File: src/verilog/adc_wdg_pkg.sv
// Constants and carrier types for the converter register bank and watchdog
// Function
// - Ten sticky flags at 0x0C[1:0] and 0x0D
// - Flag 1 means event seen for entry
// - Flags work per entry in buffered/scan modes
// - Ten writable enables arm each buffer entry
// - Enables at 0x0E[1:0] and 0x0F
// - Pairs 0x10-0x13 reserved with eight entries
// - High trigger/flag/enable reserved without channels 8-9
// - Reduced instance map ends at 0x07
// - Buffered mode needs buffer and continuous set, or scan set alone
// - Ten-bit limits split as 9:2 and 1:0
package adc_wdg_pkg;
  localparam int unsigned   ENTRIES      = 10;
  localparam int unsigned   DATA_W       = 10;
  localparam int unsigned   ADDR_W       = 12;
  localparam int unsigned   IRQ_N        = 3;
  // Address regions; register byte address is region base plus index times four
  localparam logic [1:0]    REG_BUF      = 2'h0;
  localparam logic [1:0]    REG_CTRL     = 2'h1;
  localparam logic [1:0]    REG_IRQ      = 2'h2;
  localparam logic [1:0]    REG_NONE     = 2'h3;
  localparam logic [11:0]   BUF_BASE     = 12'h000;
  localparam logic [11:0]   CTRL_BASE    = 12'h100;
  localparam logic [11:0]   IRQ_BASE     = 12'h180;
  localparam logic [5:0]    BUF_LAST     = 6'h13;
  localparam logic [5:0]    BUF_PAIR8    = 6'h10;
  localparam logic [5:0]    CSR_IDX      = 6'h00;
  localparam logic [5:0]    CR1_IDX      = 6'h01;
  localparam logic [5:0]    CR2_IDX      = 6'h02;
  localparam logic [5:0]    CR3_IDX      = 6'h03;
  localparam logic [5:0]    DRH_IDX      = 6'h04;
  localparam logic [5:0]    DRL_IDX      = 6'h05;
  localparam logic [5:0]    TDH_IDX      = 6'h06;
  localparam logic [5:0]    TDL_IDX      = 6'h07;
  localparam logic [5:0]    UPH_IDX      = 6'h08;
  localparam logic [5:0]    UPL_IDX      = 6'h09;
  localparam logic [5:0]    LOH_IDX      = 6'h0A;
  localparam logic [5:0]    LOL_IDX      = 6'h0B;
  localparam logic [5:0]    FLH_IDX      = 6'h0C;
  localparam logic [5:0]    FLL_IDX      = 6'h0D;
  localparam logic [5:0]    ENH_IDX      = 6'h0E;
  localparam logic [5:0]    ENL_IDX      = 6'h0F;
  localparam logic [5:0]    IRQ_STAT_IDX = 6'h00;
  localparam logic [5:0]    IRQ_EN_IDX   = 6'h01;
  localparam logic [5:0]    IRQ_CLR_IDX  = 6'h02;
  // Field positions
  localparam int unsigned   CSR_EOC      = 7;
  localparam int unsigned   CSR_AWD      = 6;
  localparam int unsigned   CR1_CONVERTER_POWER_ON     = 0;
  localparam int unsigned   CR1_CONTINUOUS_CONVERSION     = 1;
  localparam int unsigned   CR2_SCAN     = 1;
  localparam int unsigned   CR2_ALIGN    = 3;
  localparam int unsigned   CR3_BUFFER_ENABLE     = 7;
  localparam int unsigned   CR3_OVR      = 6;
  localparam logic [7:0]    CSR_RW_MASK  = 8'h3F;
  localparam logic [7:0]    CR1_MASK     = 8'h73;
  localparam logic [7:0]    CR2_MASK     = 8'h7A;
  localparam logic [7:0]    CR2_RED_MASK = 8'h78;
  localparam logic [7:0]    CR3_RW_MASK  = 8'h80;
  localparam logic [7:0]    LSB2_MASK    = 8'h03;
  localparam int unsigned   EV_EOC       = 0;
  localparam int unsigned   EV_AWD       = 1;
  localparam int unsigned   EV_OVR       = 2;
  // Reset values and bus response codes
  localparam logic [7:0]    REG_RST      = 8'h00;
  localparam logic [9:0]    UPPER_RST    = 10'h3FF;
  localparam logic [9:0]    LOWER_RST    = 10'h000;
  localparam logic [1:0]    RESP_OKAY    = 2'h0;
  localparam logic [1:0]    RESP_SLVERR  = 2'h2;

  typedef struct packed {
    logic       valid;
    logic [3:0] entry;
    logic [9:0] data;
  } conv_result_type;

  typedef struct packed {
    logic        converter_power_on;
    logic        start;
    logic        continuous_conversion;
    logic [2:0]  prescaler_select;
    logic        external_trigger_enable;
    logic [1:0]  external_event_select;
    logic        align_right;
    logic        scan;
    logic        buffer_enable;
    logic [3:0]  channel;
    logic        conversion_done_irq_enable;
    logic        watchdog_irq_enable;
    logic [15:0] input_trigger_disable;
  } ctrl_type;
endpackage

File: src/verilog/adc_wdg_regs.sv
// Converter register bank with per-entry analog watchdog behind AXI4-Lite
//
// Register access over AXI4-Lite is this design's own decision.
`timescale 1ns/100ps
`default_nettype none
module adc_wdg_regs #(
  parameter int unsigned BUF_ENTRIES   = 10,
  parameter bit          HIGH_CHANNELS = 1'b1,
  parameter bit          REDUCED       = 1'b0
) (
  input  wire logic                         clock_i,
  input  wire logic                         rst_i,
  input  wire logic                         ce_i,
  input  wire logic [11:0]                  s_axi_awaddr_i,
  input  wire logic                         s_axi_awvalid_i,
  output logic                              s_axi_awready_o,
  input  wire logic [31:0]                  s_axi_wdata_i,
  input  wire logic [3:0]                   s_axi_wstrb_i,
  input  wire logic                         s_axi_wvalid_i,
  output logic                              s_axi_wready_o,
  output logic [1:0]                        s_axi_bresp_o,
  output logic                              s_axi_bvalid_o,
  input  wire logic                         s_axi_bready_i,
  input  wire logic [11:0]                  s_axi_araddr_i,
  input  wire logic                         s_axi_arvalid_i,
  output logic                              s_axi_arready_o,
  output logic [31:0]                       s_axi_rdata_o,
  output logic [1:0]                        s_axi_rresp_o,
  output logic                              s_axi_rvalid_o,
  input  wire logic                         s_axi_rready_i,
  input  wire adc_wdg_pkg::conv_result_type conv_result_i,
  input  wire logic                         overrun_i,
  output adc_wdg_pkg::ctrl_type             ctrl_o,
  output logic                              irq_o
);
  typedef struct packed {
    logic                 aw_held;
    logic [11:0]          awaddr;
    logic                 w_held;
    logic [7:0]           wdata;
    logic                 wstrb0;
    logic                 awready;
    logic                 wready;
    logic                 bvalid;
    logic [1:0]           bresp;
    logic                 arready;
    logic                 rvalid;
    logic [7:0]           rdata;
    logic [1:0]           rresp;
    logic [7:0]           csr;
    logic [7:0]           cr1;
    logic [7:0]           cr2;
    logic [7:0]           cr3;
    logic [15:0]          tdis;
    logic [9:0]           upper_limit;
    logic [9:0]           lower_limit;
    logic [9:0]           result;
    logic [9:0][9:0]      buffer;
    logic [9:0]           watchdog_entry_enable;
    adc_wdg_pkg::ctrl_type ctrl;
  } main_state_type;

  main_state_type s_r;
  main_state_type s_nxt;

  logic       wr_go;
  logic [1:0] wr_region;
  logic [5:0] wr_idx;
  logic       wr_ok;
  logic       wr_en;
  logic [7:0] wd;
  logic [1:0] rd_region;
  logic [5:0] rd_idx;
  logic       rd_ok;
  logic [7:0] rd_val;
  logic       buffered;
  logic       store;
  logic [9:0] entry_on;
  logic [9:0] arm;
  logic [9:0] clear;
  logic [9:0] entry_event;
  logic [9:0] flags;
  logic [2:0] irq_event;
  logic [2:0] irq_status;
  logic [2:0] irq_enable;
  logic       irq_en_wr;
  logic       irq_clr_wr;

  function automatic logic [1:0] region_of(input logic [11:0] a);
    logic [1:0] r;
    r = adc_wdg_pkg::REG_NONE;
    if (a[11:8] == adc_wdg_pkg::BUF_BASE[11:8] && a[7] == 1'b0) begin
      r = adc_wdg_pkg::REG_BUF;
    end else if (a[11:7] == adc_wdg_pkg::CTRL_BASE[11:7]) begin
      r = adc_wdg_pkg::REG_CTRL;
    end else if (a[11:7] == adc_wdg_pkg::IRQ_BASE[11:7]) begin
      r = adc_wdg_pkg::REG_IRQ;
    end
    return r;
  endfunction

  // Entry is wired only when the buffer and channel options provide it
  function automatic logic entry_present(input int unsigned i);
    return !REDUCED && (i < BUF_ENTRIES) && (i < 8 || HIGH_CHANNELS);
  endfunction

  // Mapped offsets; reserved registers stay mapped but read zero
  function automatic logic mapped(input logic [1:0] r, input logic [5:0] i);
    logic m;
    m = 1'b0;
    case (r)
      adc_wdg_pkg::REG_BUF: begin
        m = !REDUCED && i <= adc_wdg_pkg::BUF_LAST;
      end
      adc_wdg_pkg::REG_CTRL: begin
        m = i <= (REDUCED ? adc_wdg_pkg::TDL_IDX : adc_wdg_pkg::ENL_IDX);
      end
      adc_wdg_pkg::REG_IRQ: begin
        m = i <= adc_wdg_pkg::IRQ_CLR_IDX;
      end
      default: begin
        m = 1'b0;
      end
    endcase
    return m;
  endfunction

  assign wr_go     = s_r.aw_held & s_r.w_held & ~s_r.bvalid;
  assign wr_region = region_of(s_r.awaddr);
  // Bit 7 is dropped so the interrupt block at 0x180 starts at index zero
  assign wr_idx    = {1'b0, s_r.awaddr[6:2]};
  assign wr_ok     = mapped(wr_region, wr_idx);
  assign wr_en     = wr_go & wr_ok & s_r.wstrb0;
  assign wd        = s_r.wdata;
  assign rd_region = region_of(s_axi_araddr_i);
  assign rd_idx    = {1'b0, s_axi_araddr_i[6:2]};
  assign rd_ok     = mapped(rd_region, rd_idx);

  assign irq_en_wr  = wr_en && wr_region == adc_wdg_pkg::REG_IRQ
                      && wr_idx == adc_wdg_pkg::IRQ_EN_IDX;
  assign irq_clr_wr = wr_en && wr_region == adc_wdg_pkg::REG_IRQ
                      && wr_idx == adc_wdg_pkg::IRQ_CLR_IDX;

  assign buffered = (s_r.cr3[adc_wdg_pkg::CR3_BUFFER_ENABLE] & s_r.cr1[adc_wdg_pkg::CR1_CONTINUOUS_CONVERSION])
                    | s_r.cr2[adc_wdg_pkg::CR2_SCAN];
  assign store    = conv_result_i.valid;

  // Software clear writes a zero; a one leaves the flag alone
  always_comb begin
    clear = 10'h000;
    if (wr_en && wr_region == adc_wdg_pkg::REG_CTRL) begin
      if (wr_idx == adc_wdg_pkg::FLH_IDX) begin
        clear[9:8] = ~wd[1:0];
      end
      if (wr_idx == adc_wdg_pkg::FLL_IDX) begin
        clear[7:0] = ~wd;
      end
    end
  end

  genvar g;
  generate
    for (g = 0; g < adc_wdg_pkg::ENTRIES; g++) begin : gen_entry
      assign entry_on[g] = entry_present(g);
      assign arm[g] = entry_on[g] & store & buffered
                      & (conv_result_i.entry == 4'(g))
                      & s_r.watchdog_entry_enable[g];
      wdg_entry u_entry (
        .clock_i       (clock_i),
        .rst_i         (rst_i),
        .ce_i          (ce_i),
        .arm_i         (arm[g]),
        .data_i        (conv_result_i.data),
        .upper_limit_i (s_r.upper_limit),
        .lower_limit_i (s_r.lower_limit),
        .clear_i       (clear[g]),
        .event_o       (entry_event[g]),
        .flag_o        (flags[g])
      );
    end
  endgenerate

  assign irq_event[adc_wdg_pkg::EV_EOC] = store;
  assign irq_event[adc_wdg_pkg::EV_AWD] = |entry_event;
  assign irq_event[adc_wdg_pkg::EV_OVR] = overrun_i;

  irq_bank u_irq (
    .clock_i  (clock_i),
    .rst_i    (rst_i),
    .ce_i     (ce_i),
    .event_i  (irq_event),
    .en_wr_i  (irq_en_wr),
    .clr_wr_i (irq_clr_wr),
    .wdata_i  (wd[2:0]),
    .status_o (irq_status),
    .enable_o (irq_enable),
    .irq_o    (irq_o)
  );

  // Read mux; reserved bits and reserved registers return zero
  always_comb begin
    rd_val = 8'h00;
    case (rd_region)
      adc_wdg_pkg::REG_BUF: begin
        if (rd_idx <= adc_wdg_pkg::BUF_LAST
            && (rd_idx < adc_wdg_pkg::BUF_PAIR8 || BUF_ENTRIES > 8)) begin
          rd_val = rd_idx[0] ? s_r.buffer[rd_idx[4:1]][7:0]
                             : {6'h00, s_r.buffer[rd_idx[4:1]][9:8]};
        end
      end
      adc_wdg_pkg::REG_CTRL: begin
        case (rd_idx)
          adc_wdg_pkg::CSR_IDX: rd_val = s_r.csr;
          adc_wdg_pkg::CR1_IDX: rd_val = s_r.cr1;
          adc_wdg_pkg::CR2_IDX: rd_val = s_r.cr2;
          adc_wdg_pkg::CR3_IDX: rd_val = s_r.cr3;
          adc_wdg_pkg::DRH_IDX: begin
            rd_val = s_r.cr2[adc_wdg_pkg::CR2_ALIGN] ? {6'h00, s_r.result[9:8]}
                                                     : s_r.result[9:2];
          end
          adc_wdg_pkg::DRL_IDX: begin
            rd_val = s_r.cr2[adc_wdg_pkg::CR2_ALIGN] ? s_r.result[7:0]
                                                     : {s_r.result[1:0], 6'h00};
          end
          adc_wdg_pkg::TDH_IDX: rd_val = HIGH_CHANNELS ? s_r.tdis[15:8] : 8'h00;
          adc_wdg_pkg::TDL_IDX: rd_val = s_r.tdis[7:0];
          adc_wdg_pkg::UPH_IDX: rd_val = s_r.upper_limit[9:2];
          adc_wdg_pkg::UPL_IDX: rd_val = {6'h00, s_r.upper_limit[1:0]};
          adc_wdg_pkg::LOH_IDX: rd_val = s_r.lower_limit[9:2];
          adc_wdg_pkg::LOL_IDX: rd_val = {6'h00, s_r.lower_limit[1:0]};
          adc_wdg_pkg::FLH_IDX: rd_val = {6'h00, flags[9:8]};
          adc_wdg_pkg::FLL_IDX: rd_val = flags[7:0];
          adc_wdg_pkg::ENH_IDX: rd_val = {6'h00, s_r.watchdog_entry_enable[9:8]};
          adc_wdg_pkg::ENL_IDX: rd_val = s_r.watchdog_entry_enable[7:0];
          default: rd_val = 8'h00;
        endcase
      end
      adc_wdg_pkg::REG_IRQ: begin
        if (rd_idx == adc_wdg_pkg::IRQ_STAT_IDX) begin
          rd_val = {5'h00, irq_status};
        end else if (rd_idx == adc_wdg_pkg::IRQ_EN_IDX) begin
          rd_val = {5'h00, irq_enable};
        end
      end
      default: rd_val = 8'h00;
    endcase
  end

  always_comb begin
    s_nxt = s_r;
    s_nxt.ctrl.start = 1'b0;
    // Address and data are captured independently, in either order
    if (s_axi_awvalid_i && s_r.awready) begin
      s_nxt.aw_held = 1'b1;
      s_nxt.awaddr  = s_axi_awaddr_i;
    end
    if (s_axi_wvalid_i && s_r.wready) begin
      s_nxt.w_held = 1'b1;
      s_nxt.wdata  = s_axi_wdata_i[7:0];
      s_nxt.wstrb0 = s_axi_wstrb_i[0];
    end
    if (wr_go) begin
      s_nxt.aw_held = 1'b0;
      s_nxt.w_held  = 1'b0;
      s_nxt.bvalid  = 1'b1;
      s_nxt.bresp   = wr_ok ? adc_wdg_pkg::RESP_OKAY : adc_wdg_pkg::RESP_SLVERR;
    end else if (s_r.bvalid && s_axi_bready_i) begin
      s_nxt.bvalid = 1'b0;
    end
    if (wr_en && wr_region == adc_wdg_pkg::REG_CTRL) begin
      case (wr_idx)
        adc_wdg_pkg::CSR_IDX: begin
          s_nxt.csr = (s_r.csr & ~adc_wdg_pkg::CSR_RW_MASK & wd)
                      | (wd & adc_wdg_pkg::CSR_RW_MASK);
        end
        adc_wdg_pkg::CR1_IDX: begin
          s_nxt.cr1 = wd & adc_wdg_pkg::CR1_MASK;
          // Start only when power is already on and nothing else changes
          s_nxt.ctrl.start = s_r.cr1[adc_wdg_pkg::CR1_CONVERTER_POWER_ON]
                             && (wd & adc_wdg_pkg::CR1_MASK) == s_r.cr1;
        end
        adc_wdg_pkg::CR2_IDX: begin
          s_nxt.cr2 = wd & (REDUCED ? adc_wdg_pkg::CR2_RED_MASK : adc_wdg_pkg::CR2_MASK);
        end
        adc_wdg_pkg::CR3_IDX: begin
          s_nxt.cr3 = (s_r.cr3 & ~adc_wdg_pkg::CR3_RW_MASK & wd)
                      | (wd & adc_wdg_pkg::CR3_RW_MASK);
        end
        adc_wdg_pkg::TDH_IDX: begin
          if (HIGH_CHANNELS) begin
            s_nxt.tdis[15:8] = wd;
          end
        end
        adc_wdg_pkg::TDL_IDX: s_nxt.tdis[7:0] = wd;
        adc_wdg_pkg::UPH_IDX: s_nxt.upper_limit[9:2] = wd;
        adc_wdg_pkg::UPL_IDX: s_nxt.upper_limit[1:0] = wd[1:0];
        adc_wdg_pkg::LOH_IDX: s_nxt.lower_limit[9:2] = wd;
        adc_wdg_pkg::LOL_IDX: s_nxt.lower_limit[1:0] = wd[1:0];
        adc_wdg_pkg::ENH_IDX: begin
          s_nxt.watchdog_entry_enable[9:8] = wd[1:0] & entry_on[9:8];
        end
        adc_wdg_pkg::ENL_IDX: begin
          s_nxt.watchdog_entry_enable[7:0] = wd & entry_on[7:0];
        end
        default: begin
        end
      endcase
    end
    // Hardware status sets land after software writes so they win
    if (store) begin
      s_nxt.csr[adc_wdg_pkg::CSR_EOC] = 1'b1;
      if (buffered) begin
        if (conv_result_i.entry < 4'(BUF_ENTRIES) && !REDUCED) begin
          s_nxt.buffer[conv_result_i.entry] = conv_result_i.data;
        end
      end else begin
        s_nxt.result = conv_result_i.data;
      end
    end
    if (|entry_event) begin
      s_nxt.csr[adc_wdg_pkg::CSR_AWD] = 1'b1;
    end
    if (overrun_i) begin
      s_nxt.cr3[adc_wdg_pkg::CR3_OVR] = 1'b1;
    end
    // Read channel: one outstanding read, answered the cycle after acceptance
    if (s_axi_arvalid_i && s_r.arready) begin
      s_nxt.arready = 1'b0;
      s_nxt.rvalid  = 1'b1;
      s_nxt.rdata   = rd_val;
      s_nxt.rresp   = rd_ok ? adc_wdg_pkg::RESP_OKAY : adc_wdg_pkg::RESP_SLVERR;
    end else if (s_r.rvalid && s_axi_rready_i) begin
      s_nxt.rvalid  = 1'b0;
      s_nxt.arready = 1'b1;
    end
    s_nxt.awready = ~s_nxt.aw_held & ~s_nxt.bvalid;
    s_nxt.wready  = ~s_nxt.w_held & ~s_nxt.bvalid;
    s_nxt.ctrl.converter_power_on         = s_nxt.cr1[adc_wdg_pkg::CR1_CONVERTER_POWER_ON];
    s_nxt.ctrl.continuous_conversion      = s_nxt.cr1[adc_wdg_pkg::CR1_CONTINUOUS_CONVERSION];
    s_nxt.ctrl.prescaler_select           = s_nxt.cr1[6:4];
    s_nxt.ctrl.external_trigger_enable    = s_nxt.cr2[6];
    s_nxt.ctrl.external_event_select      = s_nxt.cr2[5:4];
    s_nxt.ctrl.align_right                = s_nxt.cr2[adc_wdg_pkg::CR2_ALIGN];
    s_nxt.ctrl.scan                       = s_nxt.cr2[adc_wdg_pkg::CR2_SCAN];
    s_nxt.ctrl.buffer_enable              = s_nxt.cr3[adc_wdg_pkg::CR3_BUFFER_ENABLE];
    s_nxt.ctrl.channel                    = s_nxt.csr[3:0];
    s_nxt.ctrl.watchdog_irq_enable        = s_nxt.csr[4];
    s_nxt.ctrl.conversion_done_irq_enable = s_nxt.csr[5];
    s_nxt.ctrl.input_trigger_disable      = s_nxt.tdis;
  end

  always_ff @(posedge clock_i or posedge rst_i) begin
    if (rst_i) begin
      s_r             <= '0;
      s_r.upper_limit <= adc_wdg_pkg::UPPER_RST;
      s_r.lower_limit <= adc_wdg_pkg::LOWER_RST;
      s_r.awready     <= 1'b1;
      s_r.wready      <= 1'b1;
      s_r.arready     <= 1'b1;
    end else if (ce_i) begin
      s_r <= s_nxt;
    end
  end

  assign s_axi_awready_o = s_r.awready;
  assign s_axi_wready_o  = s_r.wready;
  assign s_axi_bvalid_o  = s_r.bvalid;
  assign s_axi_bresp_o   = s_r.bresp;
  assign s_axi_arready_o = s_r.arready;
  assign s_axi_rvalid_o  = s_r.rvalid;
  assign s_axi_rdata_o   = {24'h000000, s_r.rdata};
  assign s_axi_rresp_o   = s_r.rresp;
  assign ctrl_o          = s_r.ctrl;
endmodule
`default_nettype wire

File: src/verilog/wdg_entry.sv
// One watchdog entry: window compare and sticky event flag
`timescale 1ns/100ps
`default_nettype none
module wdg_entry (
  input  wire logic       clock_i,
  input  wire logic       rst_i,
  input  wire logic       ce_i,
  input  wire logic       arm_i,
  input  wire logic [9:0] data_i,
  input  wire logic [9:0] upper_limit_i,
  input  wire logic [9:0] lower_limit_i,
  input  wire logic       clear_i,
  output logic            event_o,
  output logic            flag_o
);
  typedef struct packed {
    logic watchdog_event_flag;
  } entry_state_type;

  entry_state_type s_r;
  entry_state_type s_nxt;

  assign event_o = arm_i & ((data_i > upper_limit_i) | (data_i < lower_limit_i));
  assign flag_o  = s_r.watchdog_event_flag;

  always_comb begin
    s_nxt = s_r;
    s_nxt.watchdog_event_flag = event_o | (s_r.watchdog_event_flag & ~clear_i);
  end

  always_ff @(posedge clock_i or posedge rst_i) begin
    if (rst_i) begin
      s_r <= '0;
    end else if (ce_i) begin
      s_r <= s_nxt;
    end
  end
endmodule
`default_nettype wire

File: src/verilog/irq_bank.sv
// Sticky interrupt status, enable and write-one-to-clear
`timescale 1ns/100ps
`default_nettype none
module irq_bank (
  input  wire logic       clock_i,
  input  wire logic       rst_i,
  input  wire logic       ce_i,
  input  wire logic [2:0] event_i,
  input  wire logic       en_wr_i,
  input  wire logic       clr_wr_i,
  input  wire logic [2:0] wdata_i,
  output logic      [2:0] status_o,
  output logic      [2:0] enable_o,
  output logic            irq_o
);
  typedef struct packed {
    logic [2:0] status;
    logic [2:0] enable;
    logic       irq;
  } irq_state_type;

  irq_state_type s_r;
  irq_state_type s_nxt;

  assign status_o = s_r.status;
  assign enable_o = s_r.enable;
  assign irq_o    = s_r.irq;

  always_comb begin
    s_nxt = s_r;
    // Set beats a clear in the same cycle so no event slips past
    s_nxt.status = event_i | (s_r.status & ~(clr_wr_i ? wdata_i : 3'h0));
    if (en_wr_i) begin
      s_nxt.enable = wdata_i;
    end
    s_nxt.irq = |(s_nxt.status & s_nxt.enable);
  end

  always_ff @(posedge clock_i or posedge rst_i) begin
    if (rst_i) begin
      s_r <= '0;
    end else if (ce_i) begin
      s_r <= s_nxt;
    end
  end
endmodule
`default_nettype wire

File: config.mk
export PLATFORM = sky130hd
export DESIGN_NAME = adc_wdg_regs
export DESIGN_NICKNAME = d
export VERILOG_FILES = /design/src/verilog/adc_wdg_pkg.sv /design/src/verilog/adc_wdg_regs.sv /design/src/verilog/wdg_entry.sv /design/src/verilog/irq_bank.sv
export SDC_FILE = /design/constraint.sdc
export NUM_CORES = 1
export LEC_CHECK = 0
export BUFFER_PORTS_ARGS = -buffer_cell sky130_fd_sc_hd__buf_4
export CAP_MARGIN = 20
export CORE_MARGIN = 3
export CORE_UTILIZATION = 54
export DETAILED_ROUTE_END_ITERATION = 8
export PLACE_DENSITY = 0.74
export SYNTH_ARGS = -nofsm -noshare
export SYNTH_HDL_FRONTEND = slang
export SYNTH_SLANG_ARGS = --single-unit
File: constraint.sdc
create_clock -name clock_i -period 9.3 [get_ports clock_i]
set_input_delay 0.93 -clock clock_i [delete_from_list [all_inputs] [get_ports clock_i]]
set_output_delay 0.93 -clock clock_i [all_outputs]
set_load 0.02 [all_outputs]
==> run_results.csv, run 1 <==
group,metric,value,unit
run_status,status,"finished clean",
synthesis,yosysTopAreaCell,"dfrtp_1",
worst_hold_path,min_path_type,"flop to flop",
synthesis,synth_top_family_by_area,"multiplexers",
sta,finClkSkew,0.0116,ns
grt,grt_pass1_vias,8923,
cts,clock_path_buffers,3,
worst_setup_path,path_delay_family,"simple AND/OR/NAND/NOR gates",
synthesis,syn_inst,1104,
final_layout,final_core_util,0.615,
power,ir_drop,0.230,mV
cts,clock_latency,0.52,ns
synthesis,synth_xor_area_frac,0.00282,
worst_setup_path,crit_buf_inv,2,
synthesis,syn_area,0.0124,sq mm
flow_run,drv_cap,0,
drt,firstDrtPassIters,6,
worst_setup_path,endpoint_kind,"flop",
cts,cts-root-buf,"clkbuf_16",
sta,tns,0,ns
worst_setup_path,crit_path_cell_trace,"buf_4 -> clkinv_1 -> nor2_1 -> a22oi_1 -> nor2_1 -> o2111ai_1 -> o211ai_1",
worst_setup_path,crit_top_cell,"nor2_1",
worst_setup_path,critPathArrivalTime,3.45,ns
power,p_leak,6.38,nW
drt,wl,33100,microns
power,power_density,186,mW/mm^2
synthesis,yosysTopAreaCellShare,0.450,
grt,antenna_found_initial,0,
sta,rsz0062_at_grt,"false",
sta,slew_headroom,0.279,
final_layout,fillers,1798,
sta,setup_violations,0,
die,die_w,158,microns
cts,numCtsBuffers,26,
die,die_area,0.0248,sq mm
cts,clkTransAtPathRegs,0.06,ns
drt,drtIter0Drc,814,
synthesis,synthAdderAreaFrac,0.0192,
final_layout,num_antenna_cells,0,
final_layout,drive_above_1_share,0.319,
synthesis,synth.avg_cell_area,11.2,sq um
sta,worst_pin_slew,1.07,ns
cts,cts_tree,"built",
drt,drc,0,
die,ios,160,
synthesis,ys.flop_type,"dfrtp_1",
worst_setup_path,startpoint_type,"input port",
synthesis,ys_warn_count,0,
sta,drv_slew,0,
final_layout,nNetsFinal,1234,
drt,dr_total_vias,8964,
grt,overflow,0,
synthesis,ys_ff_latch,236,
sta,fin_crit_sh,0.324,
die,die_h,158,microns
die,row_count,54,
sta,fmax,0.332,GHz
sta,layout_min_cycle_time,3.01,ns
cts,postCtsSetupBuffers,0,
synthesis,yosys-top-cells-area,"dfrtp_1 (45%), mux2_2 (15%), buf_4 (4.5%)",
synthesis,synth-edff-count,0,
synthesis,async_flop_share,1.00,
worst_setup_path,critical_path_class,"input port to flop",
drt,via_per_inst,6.27,
worst_setup_path,slowest_stage,"nor2_1",
die,initial_core_util,0.558,
synthesis,yosysSeqAreaShare,0.477,
cts,cts_sinks,236,
worst_setup_path,cp_max_fo,24,
synthesis,synthSimpleGateAreaFrac,0.121,
grt,grt_pass1_wl,51500,microns
worst_setup_path,required,9.73,ns
cts,ctsResizeCount,0,
sta,hold_viol,0,
placement,portBuffers,102,
drt,ant_nets,0,
worst_setup_path,cp_slowest_stage_delay,0.85,ns
synthesis,muxShareOfSynthArea,0.199,
grt,grt_max_degree,94,
cts,htreeDepth,1,
die,fp.coreArea,0.0222,sq mm
final_layout,areaGrowthSynthToFinish,10.1,%
cts,cts_hold_repair.buffers,0,
drt,wire_per_inst,23.2,microns
placement,dp_hpwl,23200,microns
synthesis,synth_cell_types,77,
synthesis,synth_compound_area_frac,0.105,
placement,gp_congestion,0.958,
grt,grt_usage,0.268,
==> sequential cells by signal, indices dropped and copies added, names as in the netlist, 3 cells and up <==
name	count
s_r	179
ctrl_o	17
gen_entry.u_entry.flag_o	10
s_axi_rdata_o	8
wd	8
u_irq.enable_o	3
u_irq.status_o	3
==> power breakdown <==
part	leakage, nW	switching [mW]	internal, mW
clock network	0.397	0.404	0.572
registers	3.11	0.169	1.10
logic	2.88	0.170	0.133
total	6.38	0.744	1.80
==> layout by cell type (no fill, tap or decap), types with 6 or more instances in the layout <==
cell and count:
and3_1 10, dfrtp_1 223, nand3_1 30, nor2_1 36, o31ai_1 9, a22o_1 11
dfstp_2 13, nor3_1 16, nor2b_1 9, clkbuf_16 27, o21a_1 6, mux2_2 169
conb_1 26, mux4_2 20, clkbuf_1 9, nand3b_1 12, nand4_1 8, o21ai_0 76
buf_4 106, nor4_1 7, a21oi_1 22, a22oi_1 29, nand2b_1 10, mux2i_1 12
ha_1 19, inv_1 32, nand2_1 99, a31oi_1 6
==> cell families after synthesis <==
kind of cell / Yosys count
AO/OA/AOI/OAI: 200
buffers and inverters: 166
other: 1
multiplexers: 201
XOR/XNOR: 4
AND/OR/NAND/NOR: 277
flip-flops: 236
adder cells (fa/ha/maj): 19
==> cells in the mapped netlist, types with 19 or more instances <==
cell type  instances
dfrtp_1          223
mux2_2           169
nand2_1           99
o21ai_0           76
buf_4             75
clkbuf_1          37
nor2_1            36
inv_1             33
nand3_1           30
a22oi_1           29
a21oi_1           22
mux4_2            20
ha_1              19
==> routing by layer <==
metal | GRT usage | share of wire | vias up
li1 | - | - | 3974
met1 | 0.388 | 0.43 | 4576
met2 | 0.427 | 0.47 | 363
met3 | 0.0484 | 0.079 | 51
met4 | 0.0612 | 0.021 | 0
met5 | 0 | 0 | -
==> path summary, 6_finish.rpt <==
check,from,endpoint,slack (ns),cells past startpoint
max,s_axi_araddr_i[6],s_axi_rdata_o[2]$_DFFE_PP0P_,6.29,7
min,s_r[44]$_DFFE_PP0P_,s_r[44]$_DFFE_PP0P_,0.49,2
max reg2reg,s_r[260]$_DFFE_PP0P_,s_r[171]$_DFFE_PP1P_,6.33,5
min reg2reg,s_r[44]$_DFFE_PP0P_,s_r[44]$_DFFE_PP0P_,0.49,2
max in group asynchronous,rst_i,s_r[36]$_DFFE_PP0P_,7.32,3
min in group asynchronous,rst_i,s_r[137]$_DFFE_PP0P_,0.51,2
==> worst register-to-register path, cell delays in order (launching register included) <==
cell     delay, ns
dfrtp_1       0.39
or3_1         0.46
nor4_4        0.70
nand3_2       0.29
nor4_4        0.77
o21ai_0       0.23
==> through the flow <==
step	cells	hold slack [ns]	total power [mW]	cell area, sq um	setup slack, ns
2_1_floorplan	1129	0.445	1.46	12500	1.92
3_3_place_gp	1383	0.459	1.57	12900	5.90
3_5_place_dp	1383	0.478	1.58	12900	5.90
4_1_cts	1429	0.489	2.55	13700	6.40
5_1_grt	1429	0.503	2.65	13700	6.12
6_report	1429	0.489	2.55	13700	6.29
==> final cells by class <==
cell class | instances | area, sq um | area share
inverter | 34 | 135 | 0.00989
timing repair buffer | 106 | 796 | 0.0582
clock buffer | 41 | 778 | 0.0570
multi-input combinational | 727 | 5650 | 0.413
clock inverter | 5 | 33.8 | 0.00247
sequential | 236 | 5920 | 0.433
tap | 280 | 350 | 0.0256
No activity file was read; power rests on OpenSTA's default activity.
==> run 2, diff against run 1 <==
- CORE_UTILIZATION: 54 -> 53
- PLACE_DENSITY: 0.74 -> 0.76
- clock period: 9.3 -> 2.6 ns (I/O delays scaled with it)
==> run 2 against run 1 <==
Utilization rose by 1.6 points. Combinational power grew to 4.2 times the previous value. Setup slack lost 6.1 ns. Highest routed layer unchanged.
==> run_results.csv, run 2 (same netlist as run 1, synthesis figures left out) <==
group,metric,value,unit
grt,grt_pass1_wl,54200,microns
power,power,9.47,mW
worst_setup_path,crit_buf_inv,3,
placement,portBuffers,102,
cts,cts-root-buf,"clkbuf_16",
final_layout,stdcell_count,1535,
sta,finClkSkew,0.0218,ns
die,ios,160,
cts,numCtsBuffers,27,
drt,wire_per_inst,22.2,microns
grt,grt_max_degree,46,
sta,layout_min_cycle_time,2.44,ns
drt,drc,0,
die,row_count,55,
die,die_h,159,microns
sta,worst_pin_slew,0.917,ns
drt,drtIter0Drc,874,
final_layout,final_cell_mix,"dfrtp_1 (223), mux2_2 (169), buf_4 (148)",
final_layout,nNetsFinal,1305,
worst_setup_path,path_delay_family,"compound AO/OA/AOI/OAI gates",
run_status,status,"finished clean",
placement,dp_hpwl,24200,microns
final_layout,layout_commonest_cell,"dfrtp_1",
worst_setup_path,slowest_stage,"o32ai_1",
flow_run,drv_cap,0,
final_layout,drive_above_1_share,0.340,
die,die_area,0.0253,sq mm
final_layout,largest-register,"s_r",
cts,clock_latency,0.54,ns
worst_setup_path,cp_max_fo,6,
cts,ctsResizeCount,0,
drt,firstDrtPassIters,6,
final_layout,seqCellArea,0.00592,sq mm
placement,dpl-instance-area,0.0133,sq mm
worst_setup_path,crit_top_cell,"buf_4",
worst_setup_path,r2r-start,"s_r[159]$_DFFE_PP0P_",
cts,cts_sinks,236,
sta,fmax,0.410,GHz
sta,holdWs,0.0269,ns
cts,htreeDepth,1,
die,initial_core_util,0.543,
drt,via_per_inst,6.09,
worst_setup_path,cp_slowest_stage_delay,0.52,ns
final_layout,areaGrowthSynthToFinish,16.2,%
final_layout,final_area,0.0144,sq mm
drt,ant_nets,0,
worst_setup_path,required,3.04,ns
final_layout,final_core_util,0.631,
cts,clock_path_buffers,3,
final_layout,fillers,1790,
sta,tns,0,ns
drt,wl,34100,microns
sta,drv_slew,0,
worst_setup_path,critical_path_class,"flop to flop",
power,power_density,657,mW/mm^2
worst_hold_path,min_path_type,"input port to flop",
sta,rsz0062_at_grt,"false",
final_layout,largest_reg_flops,179,
power,ir_drop,0.895,mV
worst_setup_path,crit_path_cell_trace,"inv_1 -> ha_1 -> a211oi_1 -> nor3_1 -> o32ai_1 -> buf_4 -> nand2_1 -> buf_4 -> o21ai_0",
cts,postCtsSetupBuffers,0,
power,p_leak,6.75,nW
placement,place_ws,0.252,ns
cts,cts_tree,"built",
final_layout,num_antenna_cells,0,
worst_setup_path,startpoint_type,"flop",
grt,antenna_found_initial,0,
sta,fin_crit_sh,0.937,
worst_setup_path,critPathArrivalTime,2.88,ns
grt,grt_usage,0.269,
final_layout,multi_input_area,0.00565,sq mm
placement,placed_cells,1463,
grt,grt_pass1_vias,9517,
placement,gp_congestion,0.955,
worst_setup_path,crit_path_start,"s_r[159]$_DFFE_PP0P_",
sta,slew_headroom,0.388,
sta,hold_viol,0,
grt,overflow,0,
worst_setup_path,endpoint_kind,"flop",
sta,setup_violations,0,
worst_hold_path,min_from,"s_axi_awvalid_i",
cts,clkTransAtPathRegs,0.06,ns
drt,dr_total_vias,9341,
die,die_w,159,microns
sta,fin_ws,0.163,ns
die,fp.coreArea,0.0228,sq mm
run 2: cell count changes in the layout (fill, tap and decap cells not counted), sizes merged:
cell / delta
clkinv: -2
inv: -2
clkinvlp: +2
bufinv: +2
clkbuf: +3
dlygate4sd3: +23
buf: +47
run 2: area by class of cell:
cell class                      instances  share of cell area
Clock inverter                          5             0.00555
Timing Repair Buffer                  176               0.100
Multi-Input combinational cell        727               0.392
Clock buffer                           44              0.0554
Sequential cell                       236               0.411
Tap cell                              313              0.0272
Inverter                               34             0.00911
run 2: final timing paths:
kind / endpoint / slack [ns] / cells past startpoint
min in group asynchronous: s_r[127]$_DFFE_PP0P_ / 0.46 / 3
max in group asynchronous: s_r[167]$_DFFE_PP1P_ / 1.33 / 4
worst max register to register: gen_entry[9].u_entry.flag_o$_DFFE_PP0P_ / 0.16 / 9
worst min register to register: s_r[44]$_DFFE_PP0P_ / 0.48 / 2
worst min-delay path: s_axi_awready_o$_DFFE_PP1P_ / 0.03 / 4
worst max-delay path: gen_entry[9].u_entry.flag_o$_DFFE_PP0P_ / 0.16 / 9
run 2: worst reg2reg max path, cell delays in order, from the launching register on:
cell and delay, ns:
dfrtp_1 0.35, inv_1 0.08, ha_1 0.24, a211oi_1 0.40, nor3_1 0.08, o32ai_1 0.52, buf_4 0.24, nand2_1 0.06
buf_4 0.17, o21ai_0 0.22
run 2: per-layer routing:
layer	up-vias	track usage	routed length [microns]
met3	84	0.0572	3020
met2	454	0.430	15800
met5	-	0	0
met1	4683	0.362	13700
li1	4120	-	-
met4	0	0.103	1470
run 2: power breakdown:
| part | switching (mW) | internal [mW] |
|---|---|---|
| Combinational | 0.698 | 0.561 |
| Clock | 1.48 | 2.28 |
| Sequential | 0.528 | 3.92 |
run 2: repair_timing:
item,4_1_cts,5_1_grt
endpoints found under the hold margin,39,0
setup endpoints to repair,0,0
hold buffers,23,0
